### config.mk
export PLATFORM = sky130hd
export DESIGN_NAME = reload_countdown_timer_pair
export DESIGN_NICKNAME = d
export VERILOG_FILES = /design/src/timer_pair_pkg.sv /design/src/reload_countdown_timer_pair.sv
export SDC_FILE = /design/constraint.sdc
export NUM_CORES = 1
export LEC_CHECK = 0
export ABC_AREA = 1
export BUFFER_PORTS_ARGS = -buffer_cell sky130_fd_sc_hd__buf_4
export CORE_MARGIN = 3
export CORE_UTILIZATION = 25
export CTS_BUF_LIST = sky130_fd_sc_hd__clkbuf_16
export CTS_CLUSTER_DIAMETER = 200
export DETAILED_ROUTE_END_ITERATION = 16
export GPL_TIMING_DRIVEN = 0
export PLACE_DENSITY = 0.42
export SLEW_MARGIN = 25
export SYNTH_ARGS = -nofsm -noshare
export SYNTH_HDL_FRONTEND = slang
export SYNTH_SLANG_ARGS = --single-unit
### constraint.sdc
create_clock -name pclk -period 3.1 [get_ports pclk]
set_input_delay 0.155 -clock pclk [delete_from_list [all_inputs] [get_ports pclk]]
set_output_delay 0.155 -clock pclk [all_outputs]
set_load 0.005 [all_outputs]
### src/timer_pair_pkg.sv
package timer_pair_pkg;

  // Register indices; byte address is four times the index
  localparam logic [5:0] RUN_CTRL_IDX     = 6'h0E;
  localparam logic [5:0] CTRL0_IDX        = 6'h0F;
  localparam logic [5:0] RELOAD0_HI_IDX   = 6'h10;
  localparam logic [5:0] RELOAD0_LO_IDX   = 6'h11;
  localparam logic [5:0] COUNT0_HI_IDX    = 6'h12;
  localparam logic [5:0] COUNT0_LO_IDX    = 6'h13;
  localparam logic [5:0] CTRL1_IDX        = 6'h14;
  localparam logic [5:0] RELOAD1_HI_IDX   = 6'h15;
  localparam logic [5:0] RELOAD1_LO_IDX   = 6'h16;
  localparam logic [5:0] COUNT1_HI_IDX    = 6'h17;
  localparam logic [5:0] COUNT1_LO_IDX    = 6'h18;
  localparam logic [5:0] FLAG_IDX         = 6'h1A;

  // Timer control field layout
  localparam int HALT_ON_RX_BIT = 7;
  localparam int START_SRC_HI   = 5;
  localparam int START_SRC_LO   = 4;
  localparam int RELOAD_ZERO_BIT = 3;
  localparam int TICK_SRC_HI    = 1;
  localparam int TICK_SRC_LO    = 0;
  localparam logic [7:0] CTRL_WRITE_MASK = 8'hBB;
  localparam logic [7:0] CTRL_RESET      = 8'h00;
  localparam logic [7:0] RELOAD_RESET    = 8'h00;
  localparam logic [15:0] COUNT_RESET    = 16'h0000;

  // Run-control layout: running bits above, write mask below
  localparam int RUN_FIELD_LO = 4;

  // Start source codes
  localparam logic [1:0] START_NONE     = 2'h0;
  localparam logic [1:0] START_TX_END   = 2'h1;
  localparam logic [1:0] START_LFO_NOUF = 2'h2;
  localparam logic [1:0] START_LFO_UF   = 2'h3;

  // Tick source codes
  localparam logic [1:0] TICK_FAST    = 2'h0;
  localparam logic [1:0] TICK_SLOW    = 2'h1;
  localparam logic [1:0] TICK_CASC_A  = 2'h2;
  localparam logic [1:0] TICK_CASC_B  = 2'h3;

  // Tick generation
  localparam int SYS_CLK_HZ   = 100_000_000;
  localparam int FAST_TICK_HZ = 13_560_000;
  localparam int SLOW_TICK_HZ = 211_875;
  localparam int SLOW_DIV     = FAST_TICK_HZ / SLOW_TICK_HZ;
  localparam logic [27:0] PHASE_STEP  = 28'(FAST_TICK_HZ);
  localparam logic [27:0] PHASE_LIMIT = 28'(SYS_CLK_HZ);
  localparam logic [5:0]  SLOW_LAST   = 6'(SLOW_DIV - 1);

endpackage

### src/reload_countdown_timer_pair.sv
// Operation
// - Reload value is high and low byte
// - Start event copies reload into counter
// - Reload writes wait for next start
// - First timer count readable as two bytes
// - Halt bit stops timer after four bits
// - Halt bit ignored in oscillator trimming modes
// - Source 00 never starts automatically
// - Source 01 starts at transmission end
// - Source 10 trims oscillator, no underflow
// - Source 11 trims oscillator with underflow
// - Reload on zero restarts the countdown
// - Without reload, count to zero and stop
// - Underflow sets the underflow flag
// - Tick source 00 is 13.56 MHz
// - Tick source 01 is 211.875 kHz
// - Second timer ticks on first underflow
// - Second timer ticks on third underflow
// - Run bit 5 changes only with bit 1
// - Low nibble masks upper running bits
//
// Our own choice: the APB slave port.
`timescale 1ns/1ps
module reload_countdown_timer_pair
  import timer_pair_pkg::*;
(
  // Clock and reset
  input  wire logic        pclk,
  input  wire logic        presetn,
  // APB slave
  input  wire logic        psel,
  input  wire logic        penable,
  input  wire logic        pwrite,
  input  wire logic [7:0]  paddr,
  input  wire logic [31:0] pwdata,
  output logic [31:0]      prdata,
  output logic             pready,
  output logic             pslverr,
  // Transceiver events, one-cycle pulses
  input  wire logic        tx_done,
  input  wire logic        rx_first_bits,
  input  wire logic        lfo_rise,
  input  wire logic        third_underflow,
  // Timer status
  output logic [1:0]       second_timer_underflow_flag,
  output logic [1:0]       timer_running
);

  logic [7:0]  ctrl_reg     [2];
  logic [7:0]  ctrl_next    [2];
  logic [7:0]  rel_hi_reg   [2];
  logic [7:0]  rel_hi_next  [2];
  logic [7:0]  rel_lo_reg   [2];
  logic [7:0]  rel_lo_next  [2];
  logic [15:0] count_reg    [2];
  logic [15:0] count_next   [2];
  logic [1:0]  run_reg;
  logic [1:0]  run_next;
  logic [1:0]  uf_reg;
  logic [1:0]  uf_next;
  logic [1:0]  flag_reg;
  logic [1:0]  flag_next;
  logic [27:0] phase_reg;
  logic [27:0] phase_next;
  logic [5:0]  slow_cnt_reg;
  logic [5:0]  slow_cnt_next;
  logic        fast_tick;
  logic        slow_tick;
  logic [31:0] prdata_reg;
  logic [31:0] rdata_mux;
  logic        err_reg;
  logic [5:0]  idx;
  logic        aligned;
  logic        mapped;
  logic        access;
  logic        wr;
  logic        setup;
  logic [7:0]  wbyte;
  logic [1:0]  tick;
  logic [1:0]  sw_start;
  logic [1:0]  sw_stop;

  function automatic logic pick_tick(input logic [1:0] sel,
                                     input logic fast,
                                     input logic slow,
                                     input logic casc_a,
                                     input logic casc_b);
    logic r;
    r = fast;
    unique case (sel)
      TICK_FAST:   r = fast;
      TICK_SLOW:   r = slow;
      TICK_CASC_A: r = casc_a;
      TICK_CASC_B: r = casc_b;
    endcase
    return r;
  endfunction

  function automatic logic is_trim(input logic [7:0] ctl);
    return ctl[START_SRC_HI];
  endfunction

  // Bus decode
  assign idx     = paddr[7:2];
  assign aligned = (paddr[1:0] == 2'h0);
  assign mapped  = aligned && (idx == RUN_CTRL_IDX || idx == FLAG_IDX ||
                   (idx >= CTRL0_IDX && idx <= COUNT1_LO_IDX));
  assign setup   = psel && !penable;
  assign access  = psel && penable;
  assign wr      = access && pwrite && mapped;
  assign wbyte   = pwdata[7:0];
  assign pready  = access;
  assign pslverr = access && err_reg;
  assign prdata  = prdata_reg;
  assign second_timer_underflow_flag = flag_reg;
  assign timer_running = run_reg;

  // Read mux; reserved and unused bits read as zero
  always_comb begin
    rdata_mux = 32'h0000_0000;
    unique case (idx)
      RUN_CTRL_IDX:   rdata_mux[7:0] = {2'h0, run_reg, 4'h0};
      CTRL0_IDX:      rdata_mux[7:0] = ctrl_reg[0] & CTRL_WRITE_MASK;
      RELOAD0_HI_IDX: rdata_mux[7:0] = rel_hi_reg[0];
      RELOAD0_LO_IDX: rdata_mux[7:0] = rel_lo_reg[0];
      COUNT0_HI_IDX:  rdata_mux[7:0] = count_reg[0][15:8];
      COUNT0_LO_IDX:  rdata_mux[7:0] = count_reg[0][7:0];
      CTRL1_IDX:      rdata_mux[7:0] = ctrl_reg[1] & CTRL_WRITE_MASK;
      RELOAD1_HI_IDX: rdata_mux[7:0] = rel_hi_reg[1];
      RELOAD1_LO_IDX: rdata_mux[7:0] = rel_lo_reg[1];
      COUNT1_HI_IDX:  rdata_mux[7:0] = count_reg[1][15:8];
      COUNT1_LO_IDX:  rdata_mux[7:0] = count_reg[1][7:0];
      FLAG_IDX:       rdata_mux[7:0] = {6'h00, flag_reg};
      default:        rdata_mux = 32'h0000_0000;
    endcase
    if (!aligned) begin
      rdata_mux = 32'h0000_0000;
    end
  end

  // Fractional divider gives an average 13.56 MHz tick from pclk
  always_comb begin
    fast_tick     = (phase_reg + PHASE_STEP) >= PHASE_LIMIT;
    phase_next    = fast_tick ? phase_reg + PHASE_STEP - PHASE_LIMIT
                              : phase_reg + PHASE_STEP;
    slow_tick     = fast_tick && (slow_cnt_reg == SLOW_LAST);
    slow_cnt_next = slow_cnt_reg;
    if (fast_tick) begin
      slow_cnt_next = slow_tick ? 6'h00 : slow_cnt_reg + 6'h01;
    end
  end

  // Cascades use registered underflows so the two timers never loop
  assign tick[0] = pick_tick(ctrl_reg[0][TICK_SRC_HI:TICK_SRC_LO],
                             fast_tick, slow_tick, third_underflow,
                             uf_reg[1]);
  assign tick[1] = pick_tick(ctrl_reg[1][TICK_SRC_HI:TICK_SRC_LO],
                             fast_tick, slow_tick, uf_reg[0],
                             third_underflow);

  // Software writes change running bits only where the low nibble mask is set
  always_comb begin
    for (int i = 0; i < 2; i++) begin
      sw_start[i] = wr && idx == RUN_CTRL_IDX && wbyte[i]
                    && wbyte[RUN_FIELD_LO + i];
      sw_stop[i]  = wr && idx == RUN_CTRL_IDX && wbyte[i]
                    && !wbyte[RUN_FIELD_LO + i];
    end
  end

  // Register writes
  always_comb begin
    for (int i = 0; i < 2; i++) begin
      ctrl_next[i]   = ctrl_reg[i];
      rel_hi_next[i] = rel_hi_reg[i];
      rel_lo_next[i] = rel_lo_reg[i];
    end
    if (wr) begin
      unique case (idx)
        CTRL0_IDX:      ctrl_next[0]   = wbyte & CTRL_WRITE_MASK;
        CTRL1_IDX:      ctrl_next[1]   = wbyte & CTRL_WRITE_MASK;
        RELOAD0_HI_IDX: rel_hi_next[0] = wbyte;
        RELOAD0_LO_IDX: rel_lo_next[0] = wbyte;
        RELOAD1_HI_IDX: rel_hi_next[1] = wbyte;
        RELOAD1_LO_IDX: rel_lo_next[1] = wbyte;
        default: ;
      endcase
    end
  end

  // Counting engine for both timers
  always_comb begin
    logic [1:0]  src;
    logic        start_ev;
    logic        stop_ev;
    logic        hit_zero;
    logic [15:0] reload;
    src      = 2'h0;
    start_ev = 1'b0;
    stop_ev  = 1'b0;
    hit_zero = 1'b0;
    reload   = 16'h0000;
    run_next = run_reg;
    uf_next  = 2'h0;
    for (int i = 0; i < 2; i++) begin
      count_next[i] = count_reg[i];
      src      = ctrl_reg[i][START_SRC_HI:START_SRC_LO];
      reload   = {rel_hi_reg[i], rel_lo_reg[i]};
      // Source 00 has no automatic start term at all
      start_ev = sw_start[i]
                 || (src == START_TX_END && tx_done)
                 || (is_trim(ctrl_reg[i]) && lfo_rise && !run_reg[i]);
      stop_ev  = sw_stop[i]
                 || (is_trim(ctrl_reg[i]) && lfo_rise && run_reg[i])
                 || (ctrl_reg[i][HALT_ON_RX_BIT] && rx_first_bits
                     && !is_trim(ctrl_reg[i]));
      hit_zero = count_reg[i] <= 16'h0001;
      if (start_ev) begin
        run_next[i]   = 1'b1;
        count_next[i] = reload;
      end else if (stop_ev) begin
        run_next[i] = 1'b0;
      end else if (run_reg[i] && tick[i]) begin
        if (src == START_LFO_NOUF) begin
          // Trimming without underflow measures elapsed ticks, so the count just wraps
          count_next[i] = count_reg[i] - 16'h0001;
        end else if (hit_zero) begin
          uf_next[i] = 1'b1;
          if (ctrl_reg[i][RELOAD_ZERO_BIT]) begin
            count_next[i] = reload;
          end else begin
            count_next[i] = 16'h0000;
            run_next[i]   = 1'b0;
          end
        end else begin
          count_next[i] = count_reg[i] - 16'h0001;
        end
      end
    end
  end

  // Flag: write one clears, a same-cycle underflow wins
  always_comb begin
    flag_next = flag_reg;
    if (wr && idx == FLAG_IDX) begin
      flag_next = flag_reg & ~wbyte[1:0];
    end
    flag_next = flag_next | uf_next;
  end

  always_ff @(posedge pclk or negedge presetn) begin
    if (!presetn) begin
      for (int i = 0; i < 2; i++) begin
        ctrl_reg[i]   <= CTRL_RESET;
        rel_hi_reg[i] <= RELOAD_RESET;
        rel_lo_reg[i] <= RELOAD_RESET;
        count_reg[i]  <= COUNT_RESET;
      end
    end else begin
      for (int i = 0; i < 2; i++) begin
        ctrl_reg[i]   <= ctrl_next[i];
        rel_hi_reg[i] <= rel_hi_next[i];
        rel_lo_reg[i] <= rel_lo_next[i];
        count_reg[i]  <= count_next[i];
      end
    end
  end

  always_ff @(posedge pclk or negedge presetn) begin
    if (!presetn) begin
      run_reg      <= 2'h0;
      uf_reg       <= 2'h0;
      flag_reg     <= 2'h0;
      phase_reg    <= 28'h000_0000;
      slow_cnt_reg <= 6'h00;
    end else begin
      run_reg      <= run_next;
      uf_reg       <= uf_next;
      flag_reg     <= flag_next;
      phase_reg    <= phase_next;
      slow_cnt_reg <= slow_cnt_next;
    end
  end

  // Read data captured in the setup cycle so it leaves a flip-flop
  always_ff @(posedge pclk or negedge presetn) begin
    if (!presetn) begin
      prdata_reg <= 32'h0000_0000;
      err_reg    <= 1'b0;
    end else if (setup) begin
      prdata_reg <= pwrite ? 32'h0000_0000 : rdata_mux;
      err_reg    <= !mapped;
    end
  end

endmodule

[Word-level counts from Yosys, hierarchy flattened]
Index checks and enable logic that the tools add are counted.
Word-level totals
  logic and storage cells: 167
  flip-flop bits (word level): 149
  input port bits: 49
Operators by class
  bitwise operators: 3
  $lt $le $gt $ge: 5
  reduce and logical (&&, ||, !) cells: 67
  $add $sub $neg: 5
  muxes and demuxes: 42
  eq/ne operators: 29
Operator list (number)
  2-to-1 mux 16 bit: 12
  one-hot mux 8 bit (12 select lines): 1
  equality test 6 x 5 -> 1 bit, second input constant: 10
  <= comparator 16 x 1 -> 1 bit, second input constant: 2
  2-to-1 mux 32 bit: 1
  subtractor 16 x 1 -> 16 bit, second input constant: 2
  logical AND 1 bit: 30
  adder 28 x 24 -> 28 bit, second input constant: 1
  greater-or-equal comparator 28 x 27 -> 1 bit, second input constant: 1
  2-to-1 mux 28 bit: 1
  subtractor 28 x 27 -> 28 bit, second input constant: 1
  2-to-1 mux 1 bit: 22
  AND reduction 2 bit: 8
  equality test 2 bit, second input constant: 6
  equality test 6 x 4 -> 1 bit, second input constant: 2
  nonzero test 3 bit: 4
  logical OR 1 bit: 10
  equality test 2 x 1 -> 1 bit, second input constant: 4
  zero test 1 bit: 8
  2-to-1 mux 8 bit: 1
  one-hot mux 1 bit (4 select lines): 2
  AND reduction 4 bit: 2
  adder 6 x 1 -> 6 bit, second input constant: 1
  equality test 6 bit, second input constant: 1
  other kinds (12): 18

[Depth between registers and ports, before layout]
Gate-level depths: netlist (run 1).
  word-level depth: 13
  gate-level depth with buffers: 23
  gate-level depth less buffers: 21

[Least setup slack after synthesis (run 1)]
Ideal clock, no wire load.
  path type: register to register
  from: register phase_reg[6]
  to: register count_reg[22] in the netlist's numbering
  path slack: 0.626 ns
  arrival: 2.357 ns
  period minus slack after synthesis: 2.474 ns
  data required time: 2.983 ns
  cell stages (with the launch flop): 22
  buffers on the path: 2
  setup time: 0.117 ns
  cells stage by stage: dfrtp_1 -> inv_1 -> ha_1 -> inv_1 -> nor2_1 -> nor2_1 -> inv_1 -> ha_1 -> nand3_1 -> nor2_1 -> nor2_1 -> nand3_1 -> nand2_1 -> nand3_1 -> nand3_2 -> buf_6 -> nor2_4 -> nor2_4 -> nand3_4 -> buf_2 -> nand3_1 -> nand2_1
Between the ends
  longest elaborated chain between the ends: 7
RTL lines
  from (decl): RTL line reload_countdown_timer_pair.sv:63  | logic [27:0] phase_reg;
  from (signal assigned): RTL line reload_countdown_timer_pair.sv:280  | phase_reg <= phase_next;
  adder 28 x 24 -> 28 bit *: RTL line reload_countdown_timer_pair.sv:143  | fast_tick = (phase_reg + PHASE_STEP) >= PHASE_LIMIT;
  greater-or-equal comparator 28 x 27 -> 1 bit *: RTL line reload_countdown_timer_pair.sv:143
  logical AND 1 bit: RTL line reload_countdown_timer_pair.sv:146  | slow_tick = fast_tick && (slow_cnt_reg == SLOW_LAST);
  one-hot mux 1 bit (4 select lines) *: RTL line reload_countdown_timer_pair.sv:90  | unique case (sel)
  logical AND 1 bit *: RTL line reload_countdown_timer_pair.sv:223  | end else if (run_reg[i] && tick[i]) begin
  nonzero test 2 bit (no source line) *
  AND reduction 2 bit (no source line) *
  to (signal, indexed assignment): RTL line reload_countdown_timer_pair.sv:264  | count_reg[i] <= count_next[i];
  to (decl): RTL line reload_countdown_timer_pair.sv:55  | logic [15:0] count_reg [2];
Every way passes the cells marked *; elsewhere a longest branch is shown, timed or not.
A chain may end at the register's enable or synchronous reset.

[Worst setup path in the final report (run 1)]
  from: register phase_reg[6]
  to: register count_reg[7] in the netlist's numbering
Same word-level chain as after synthesis.

==> summary.md, run 1 <==
## Cells and area
* 21.0% — area delta synth->final
* 31.2% — Post-Route Utilization
* 1634 — Layout Cells excl Fill
* 32 — max reg flops
* 15.7% — ratio of cells with drive above 1 in the final layout
* 0 — # diodes
* 1283 — final net count

## Clock tree
* 0.06 ns — clock transition time at the flip-flop clock pins of the worst setup and hold paths
* clkbuf_16 — clock tree root driver cell
* 0.42 ns — insertion delay of the later-clocked pin in the worst-skew pair
* 119 — CTS sink count
* 4 — H-tree level count
* yes — CTS tree
* 17 — cts bufs inserted
* 2 — worst-case clock buffer depth

## Synthesis
* dfrtp_1 — most frequently used flop master after synthesis
* nand2_1 (309), inv_1 (132), dfrtp_1 (119) — Post-synth top cells
* 0 — count of flip-flops with a built-in enable after synthesis
* dfrtp_1 (37%), nand2_1 (14%), nand3_1 (6.4%) — most area-consuming cells after synthesis
* dfrtp_1 — cell taking the most area after synthesis
* 1133 — number of standard cells after synthesis
* nand2_1 — most frequent cell after synthesis
* 0 — count of warnings emitted by yosys
* 119 — total of flip-flops plus latches after synthesis
* 100% — async set-reset flop share out of synthesis
* 37.2% — proportion of synthesized chip area in sequential cells
* 50 — unique cell type count in the Yosys netlist
* 8000 µm² — Post-Syn Area
* 7.06 µm² — Syn Area/Cell
* 37.2% — Synth top area share

## Floorplanning
* 64 — number of placement rows
* 31100 µm² — Floorplan Core Area
* 34200 µm² — Die ar.
* 185 µm — Die X-Extent
* 25.8% — effective utilization at floorplan
* 185 µm — height of the chip
* 87 — boundary pin count

## Timing
* 0 — number of hold violations in the final report
* 0.0148 ns — clock skew after layout
* 0.928 ns — actual transition at the worst max-transition pin
* 2.88 ns — final period demand of the worst path
* no — RSZ-0062 raised after global routing
* 92.8% — Final period util
* 347 MHz — f_max
* 0.222 ns — fin worst setup slack
* 0 ns — setup total negative slack
* 37.3% — Max transition margin
* 0 — pins over their slew limit
* 0 — endpoints failing setup

## Worst setup path
* 3.45 ns — worst path required time
* register to register — critical path type
* register — launching element type of the critical path
* 8 — critical path fanouts, max
* 3.23 ns — Arrival @ worst endpoint
* register — kind of end point of the critical path

## Power
* 25.8% — switching part of the total
* 0.000996 W — switching power
* 4.66 nW — static leakage
* 0.00286 W — Pint
* 0.300 mV — VDD IR max
* 398 nW/µm² — Power per Cell Area
* 7.3% — proportion of power drawn by combinational gates
* 51.5% — part of the total power dissipated in the clock network
* 0.00386 W — total power consumption of the routed design
* 41.3% — sequential fraction of design power

## Place
* 0.885 — Final Wtd Congestion
* 1590 — placed cell count
* 21.7 mm — HPWL Detailed
* 37 — number of port buffers
* -0.0396 ns — post-placement setup slack

## Run status
* completed — status

## GRT
* 69 — largest net degree at the start of global routing
* 0 — number of antenna violations at the first check in global routing
* 0 — sum of overflow across all layers after global routing
* 42.4 mm — global-route wire length before repair
* 16.1% — overall fraction of global-route tracks in use
* 7282 — vias in the first global route

## Detailed routing
* 0 — DRC violation count after routing
* 7686 — overall via count from detail_route
* 0 — number of nets with antenna violations after routing
* 5 — first-pass iteration count of the detailed router
* 16.8 µm — average wire per standard cell
* 27.5 mm — total length of routed wires
* 442 — DRC marker count from the first detailed-route iteration
* 4.70 — via/cell ratio

## Worst hold path
* input pin to register — worst min-delay path class

## Run
* 0 — maximum capacitance violations

==> through the flow <==
| step | area [µm²] | hold WS (ns) |
|---|---|---|
| CTS | 9490 | 0.0923 |
| global route | 9680 | 0.115 |
| global placement | 8860 | 0.457 |
| floorplan | 8090 | -0.141 |
| detailed placement | 8900 | 0.108 |
| finish | 9680 | 0.0819 |
==> cell type report <==
cell class                      instances  area [µm²]
Sequential cell                       119        2980
Buffer                                 48         337
Multi-Input combinational cell        841        4320
Clock inverter                         15         153
Fill cell                            3415       21400
Timing Repair Buffer                   50         423
Tap cell                              396         495
Inverter                              148         556
Clock buffer                           17         425
==> what timing repair did <==
action	CTS	global route
gates cloned	0	1
hold buffers	1	0
pin swaps	0	7
endpoints found under the setup margin	9	39
endpoints found under the hold margin	51	0
gates resized for setup	1	28
buffers inserted	0	10
==> routing by layer <==
layer / part of all wire (%) / routed length (µm) / global-route usage, %
met5: 0 / 0 / 0
met4: 1.7 / 464 / 4.47
met3: 4.7 / 1290 / 2.69
met2: 43 / 11900 / 24.0
met1: 50 / 13800 / 24.0
==> cells in the final DEF (no fill, tap or decap), drive strengths merged, types with 14 or more instances in the layout <==
master  Yosys  layout
a21oi      15      15
o22ai      20      20
nand2     331     331
inv       147     151
clkbuf      9      27
nor2      114     114
nand3     108     108
o21ai     102     102
dfrtp     119     119
buf        39      87
xor2       29      29
nand4      14      14
conb        1      24
==> cell families (layout without fill, tap and decap cells) <==
| group | after synthesis | count (layout) | synth area share, % |
|---|---|---|---|
| other | 1 | 24 | 0.0469 |
| and+or+nand+nor | 590 | 590 | 32.8 |
| DFF | 119 | 119 | 37.2 |
| buffers and inverters | 196 | 278 | 10.9 |
| adders and majority gates | 9 | 9 | 1.41 |
| AOI/OAI and AO/OA | 178 | 178 | 13.2 |
| xor gates and xnor gates | 40 | 40 | 4.47 |
==> critical path, stage by stage (launching register included) <==
cell	delay, ns
dfrtp_1	0.38
inv_1	0.08
ha_2	0.20
inv_2	0.08
nand3_4	0.08
nor2_1	0.13
nand2_1	0.09
nand2_1	0.09
nand2_1	0.06
nand2_2	0.10
nand2_2	0.07
nor2_4	0.14
nand3_1	0.10
nand2_1	0.10
nand3_1	0.09
nand3_2	0.13
buf_12	0.14
nor2_4	0.04
nor2_4	0.10
nand3_4	0.14
nand2_4	0.17
clkbuf_16	0.16
nand2_1	0.06
nand2_1	0.07
==> final timing paths <==
check,startpoint,end,slack (ns),cells after the start
min in group asynchronous,presetn,rel_lo_reg[6],0.23,2
setup / recovery,phase_reg[6],count_reg[7],0.22,23
setup reg to reg,phase_reg[6],count_reg[7],0.22,23
hold reg to reg,rel_hi_reg[11],rel_hi_reg[11],0.48,2
hold / removal,pwdata[6],rel_hi_reg[6],0.08,3
max in group asynchronous,presetn,phase_reg[20],2.16,3
==> power by group through the flow <==
| stage | combinational, W | clock (W) | sequential (W) |
|---|---|---|---|
| after CTS | 0.000284 | 0.00202 | 0.00159 |
| after detailed placement | 0.000282 | 0 | 0.00162 |
| after global routing | 0.000316 | 0.00210 | 0.00159 |
| after floorplan | 0.000151 | 0 | 0.00161 |
| final | 0.000281 | 0.00198 | 0.00159 |
| after global placement | 0.000276 | 0 | 0.00162 |
Power figures use the tool's default switching activity.
==> run 2, diff against run 1 <==
CELL_PAD_IN_SITES_DETAIL_PLACEMENT = 0   (was unset)
CELL_PAD_IN_SITES_GLOBAL_PLACEMENT = 1   (was unset)
CORE_ASPECT_RATIO = 0.75   (was unset)
MAX_ROUTING_LAYER = met4   (was unset)
PLACE_DENSITY = 0.53   (was 0.42)
==> run 2 against run 1 <==
Compared with the run above:
- count of clock-buffer cells in the layout unchanged
- first-iteration DRC count increased by 47%
- sequential power about the same
- register-to-register slack got worse by 0.06 ns
- critical path type unchanged
- fmax decreased by 2.0%
- global-route usage increased by 1.8 points
- non-clock buffer count decreased by 7
- setup slack got worse by 0.057 ns
- hold slack improved by 0.0021 ns
- core utilization decreased by 0.53 points
==> summary.md, run 2 (synthesized netlist as in run 1, its figures left out) <==
## Detailed routing
* 7672 — overall via count from detail_route, -0.18%
* 18.0 µm — average wire per standard cell, +6.9%
* 648 — DRC marker count from the first detailed-route iteration, +47%
* 0 — DRC violation count after routing, unchanged
* 5 — first-pass iteration count of the detailed router, unchanged
* 29.4 mm — total length of routed wires, +7.1%
* 4.69 — via/cell ratio, -0.37%
* 0 — number of nets with antenna violations after routing, unchanged

## Timing
* 0.871 ns — actual transition at the worst max-transition pin, -0.0571 ns
* 94.7% — Final period util, +1.8 points
* 41.2% — Max transition margin, +3.9 points
* 0 — endpoints failing setup, unchanged
* 341 MHz — f_max, -2.0%
* 0 — pins over their slew limit, unchanged
* 2.94 ns — final period demand of the worst path, +0.0573 ns
* 0 — number of hold violations in the final report, unchanged
* 0.0160 ns — clock skew after layout, +0.00120 ns

## Floorplanning
* 161 µm — height of the chip, -13%
* 34200 µm² — Die ar., about the same
* 87 — boundary pin count, unchanged
* 213 µm — Die X-Extent, +15%
* 31400 µm² — Floorplan Core Area, +1.0%
* 25.5% — effective utilization at floorplan, -0.26 points
* 56 — number of placement rows, -13%

## GRT
* 1 — number of antenna violations at the first check in global routing, +1
* 7144 — vias in the first global route, -1.9%
* 18.0% — overall fraction of global-route tracks in use, +1.8 points
* 0 — sum of overflow across all layers after global routing, unchanged
* 68 — largest net degree at the start of global routing, -1.4%
* 44.9 mm — global-route wire length before repair, +5.7%

## Power
* 393 nW/µm² — Power per Cell Area, -1.3%
* 0.298 mV — VDD IR max, -0.72%
* 0.00378 W — total power consumption of the routed design, -2.0%
* 4.64 nW — static leakage, -0.35%

## Worst setup path
* 3 — Worst Path Buf+Inv, -1
* inv_2, nand2_1, nor2_2, nand2_2, nand2_1, nand2_1, nand2_2, nand2_1, nor2_1, nand3_2, nor2_1, nand3_1, nand3_4, buf_12, nor2_4, nor2_4, nand3_4, buf_4, nand3_1, nand2_1 — cell breakdown of the critical path
* phase_reg[11] — Critical R2R Launch
* dfrtp_1 — cell with the biggest individual delay on the critical path
* 10 — critical path fanouts, max, +2
* register — launching element type of the critical path
* 3.25 ns — Arrival @ worst endpoint, +0.02 ns
* 0.16 ns — minimum setup slack among reg-to-reg paths, -0.06 ns
* count_reg[25] — capturing point of the worst reg2reg path
* simple AND/OR/NAND/NOR gates — crit-path leading delay family
* register — kind of end point of the critical path
* 0.42 ns — stage delay of the slowest cell on the critical path, +0.04 ns
* 3.41 ns — worst path required time, -0.04 ns
* nand2_1 — cell occurring most often along the worst timing path
* register to register — critical path type
* 20 — depth of the worst register-to-register path, -13%

## Clock tree
* 0.43 ns — insertion delay of the later-clocked pin in the worst-skew pair, about the same
* 4 — H-tree level count, unchanged
* 2 — worst-case clock buffer depth, unchanged
* yes — CTS tree
* clkbuf_16 — clock tree root driver cell
* 119 — CTS sink count, unchanged
* 17 — cts bufs inserted, unchanged
* 0.06 ns — clock transition time at the flip-flop clock pins of the worst setup and hold paths, about the same

## Cells and area
* 1276 — final net count, -0.55%
* 30.6% — Post-Route Utilization, -0.53 points
* nand2_1 (301), inv_1 (135), dfrtp_1 (118), o21ai_0 (100), nand3_1 (98) — most frequent cells in the layout
* 2980 µm² — total area of sequential cells, about the same
* 9620 µm² — summed area of non-filler cells in the final layout, -0.68%
* 3491 — count of filler cells inserted in the layout, +2.2%
* 20.2% — area delta synth->final
* 32 — max reg flops, unchanged
* 15.5% — ratio of cells with drive above 1 in the final layout, -0.15 points
* 0 — # diodes, unchanged
* 4340 µm² — multi-input combinational cell area, +0.43%
* nand2_1 — most common library cell in the layout ignoring fill and taps

## Worst hold path
* input pin to register — worst min-delay path class
* 4 — cell count of the worst hold path, +1
* prdata[1] — Worst Hold Path EP
* paddr[0] — beginning of the worst hold path

## Run status
* completed — status

## Place
* 37 — number of port buffers, unchanged
* 8910 µm² — area after detailed placement, +0.14%
* 0.881 — Final Wtd Congestion, -0.46%
* 23.5 mm — HPWL Detailed, +8.3%

## Run
* 0 — maximum capacitance violations, unchanged

==> run 2: metal layers <==
metal	wire [µm]	global-route usage, %
met5	0	-
met4	192	3.41
met3	1990	3.81
met2	11000	21.7
met1	16200	29.5
==> run 2: cell type report <==
class                           count  area share, %
Buffer                             48           3.50
Clock buffer                       17           4.42
Clock inverter                     15           1.29
Inverter                          148           5.78
Multi-Input combinational cell    841           45.1
Sequential cell                   119           31.0
Tap cell                          406           5.28
Timing Repair Buffer               43           3.67
==> run 2: stage by stage <==
stage / setup slack [ns] / instances / hold slack (ns) / setup TNS (ns)
3_5_place_dp: -0.112 / 1600 / 0.104 / -0.820
5_1_grt: -0.00663 / 1637 / 0.0845 / -0.00663
4_1_cts: 0.00187 / 1633 / 0.0643 / 0
6_report: 0.165 / 1637 / 0.0840 / 0
2_1_floorplan: 0.626 / 1156 / -0.141 / 0
3_3_place_gp: -0.118 / 1599 / 0.464 / -0.989
==> run 2: how the worst max path moves through the flow <==
stage | start | to | slack, ns | cells past startpoint
2_1_floorplan | phase_reg[6] | count_reg[22] | 0.63 | 21
3_3_place_gp | phase_reg[6] | uf_reg[1] | -0.12 | 20
3_5_place_dp | phase_reg[6] | uf_reg[1] | -0.11 | 20
4_1_cts | phase_reg[6] | count_reg[9] | 0.002 | 22
5_1_grt | phase_reg[6] | count_reg[14] | -0.007 | 23
6_report | phase_reg[11] | count_reg[25] | 0.16 | 20
==> run 2: report_power, final <==
part           switching (W)  internal [W]  leakage, nW
clock network       0.000743       0.00116        0.290
registers          0.0000199       0.00157         1.59
logic               0.000186      0.000105         2.77
==> run 2: worst register-to-register path: cells and delay by family (launching register included) <==
kind                   cells  cell delay (ns)
AND/OR/NAND/NOR           17             1.86
flip-flops                 1             0.42
buffers and inverters      3             0.54
==> run 2: repair_timing <==
action / in CTS / in global routing
pin swaps: 0 / 6
endpoints found under the hold margin: 52 / 0
setup endpoints to repair: 21 / 50
hold buffers: 1 / 0
setup buffers: 0 / 4
resized for setup: 3 / 33
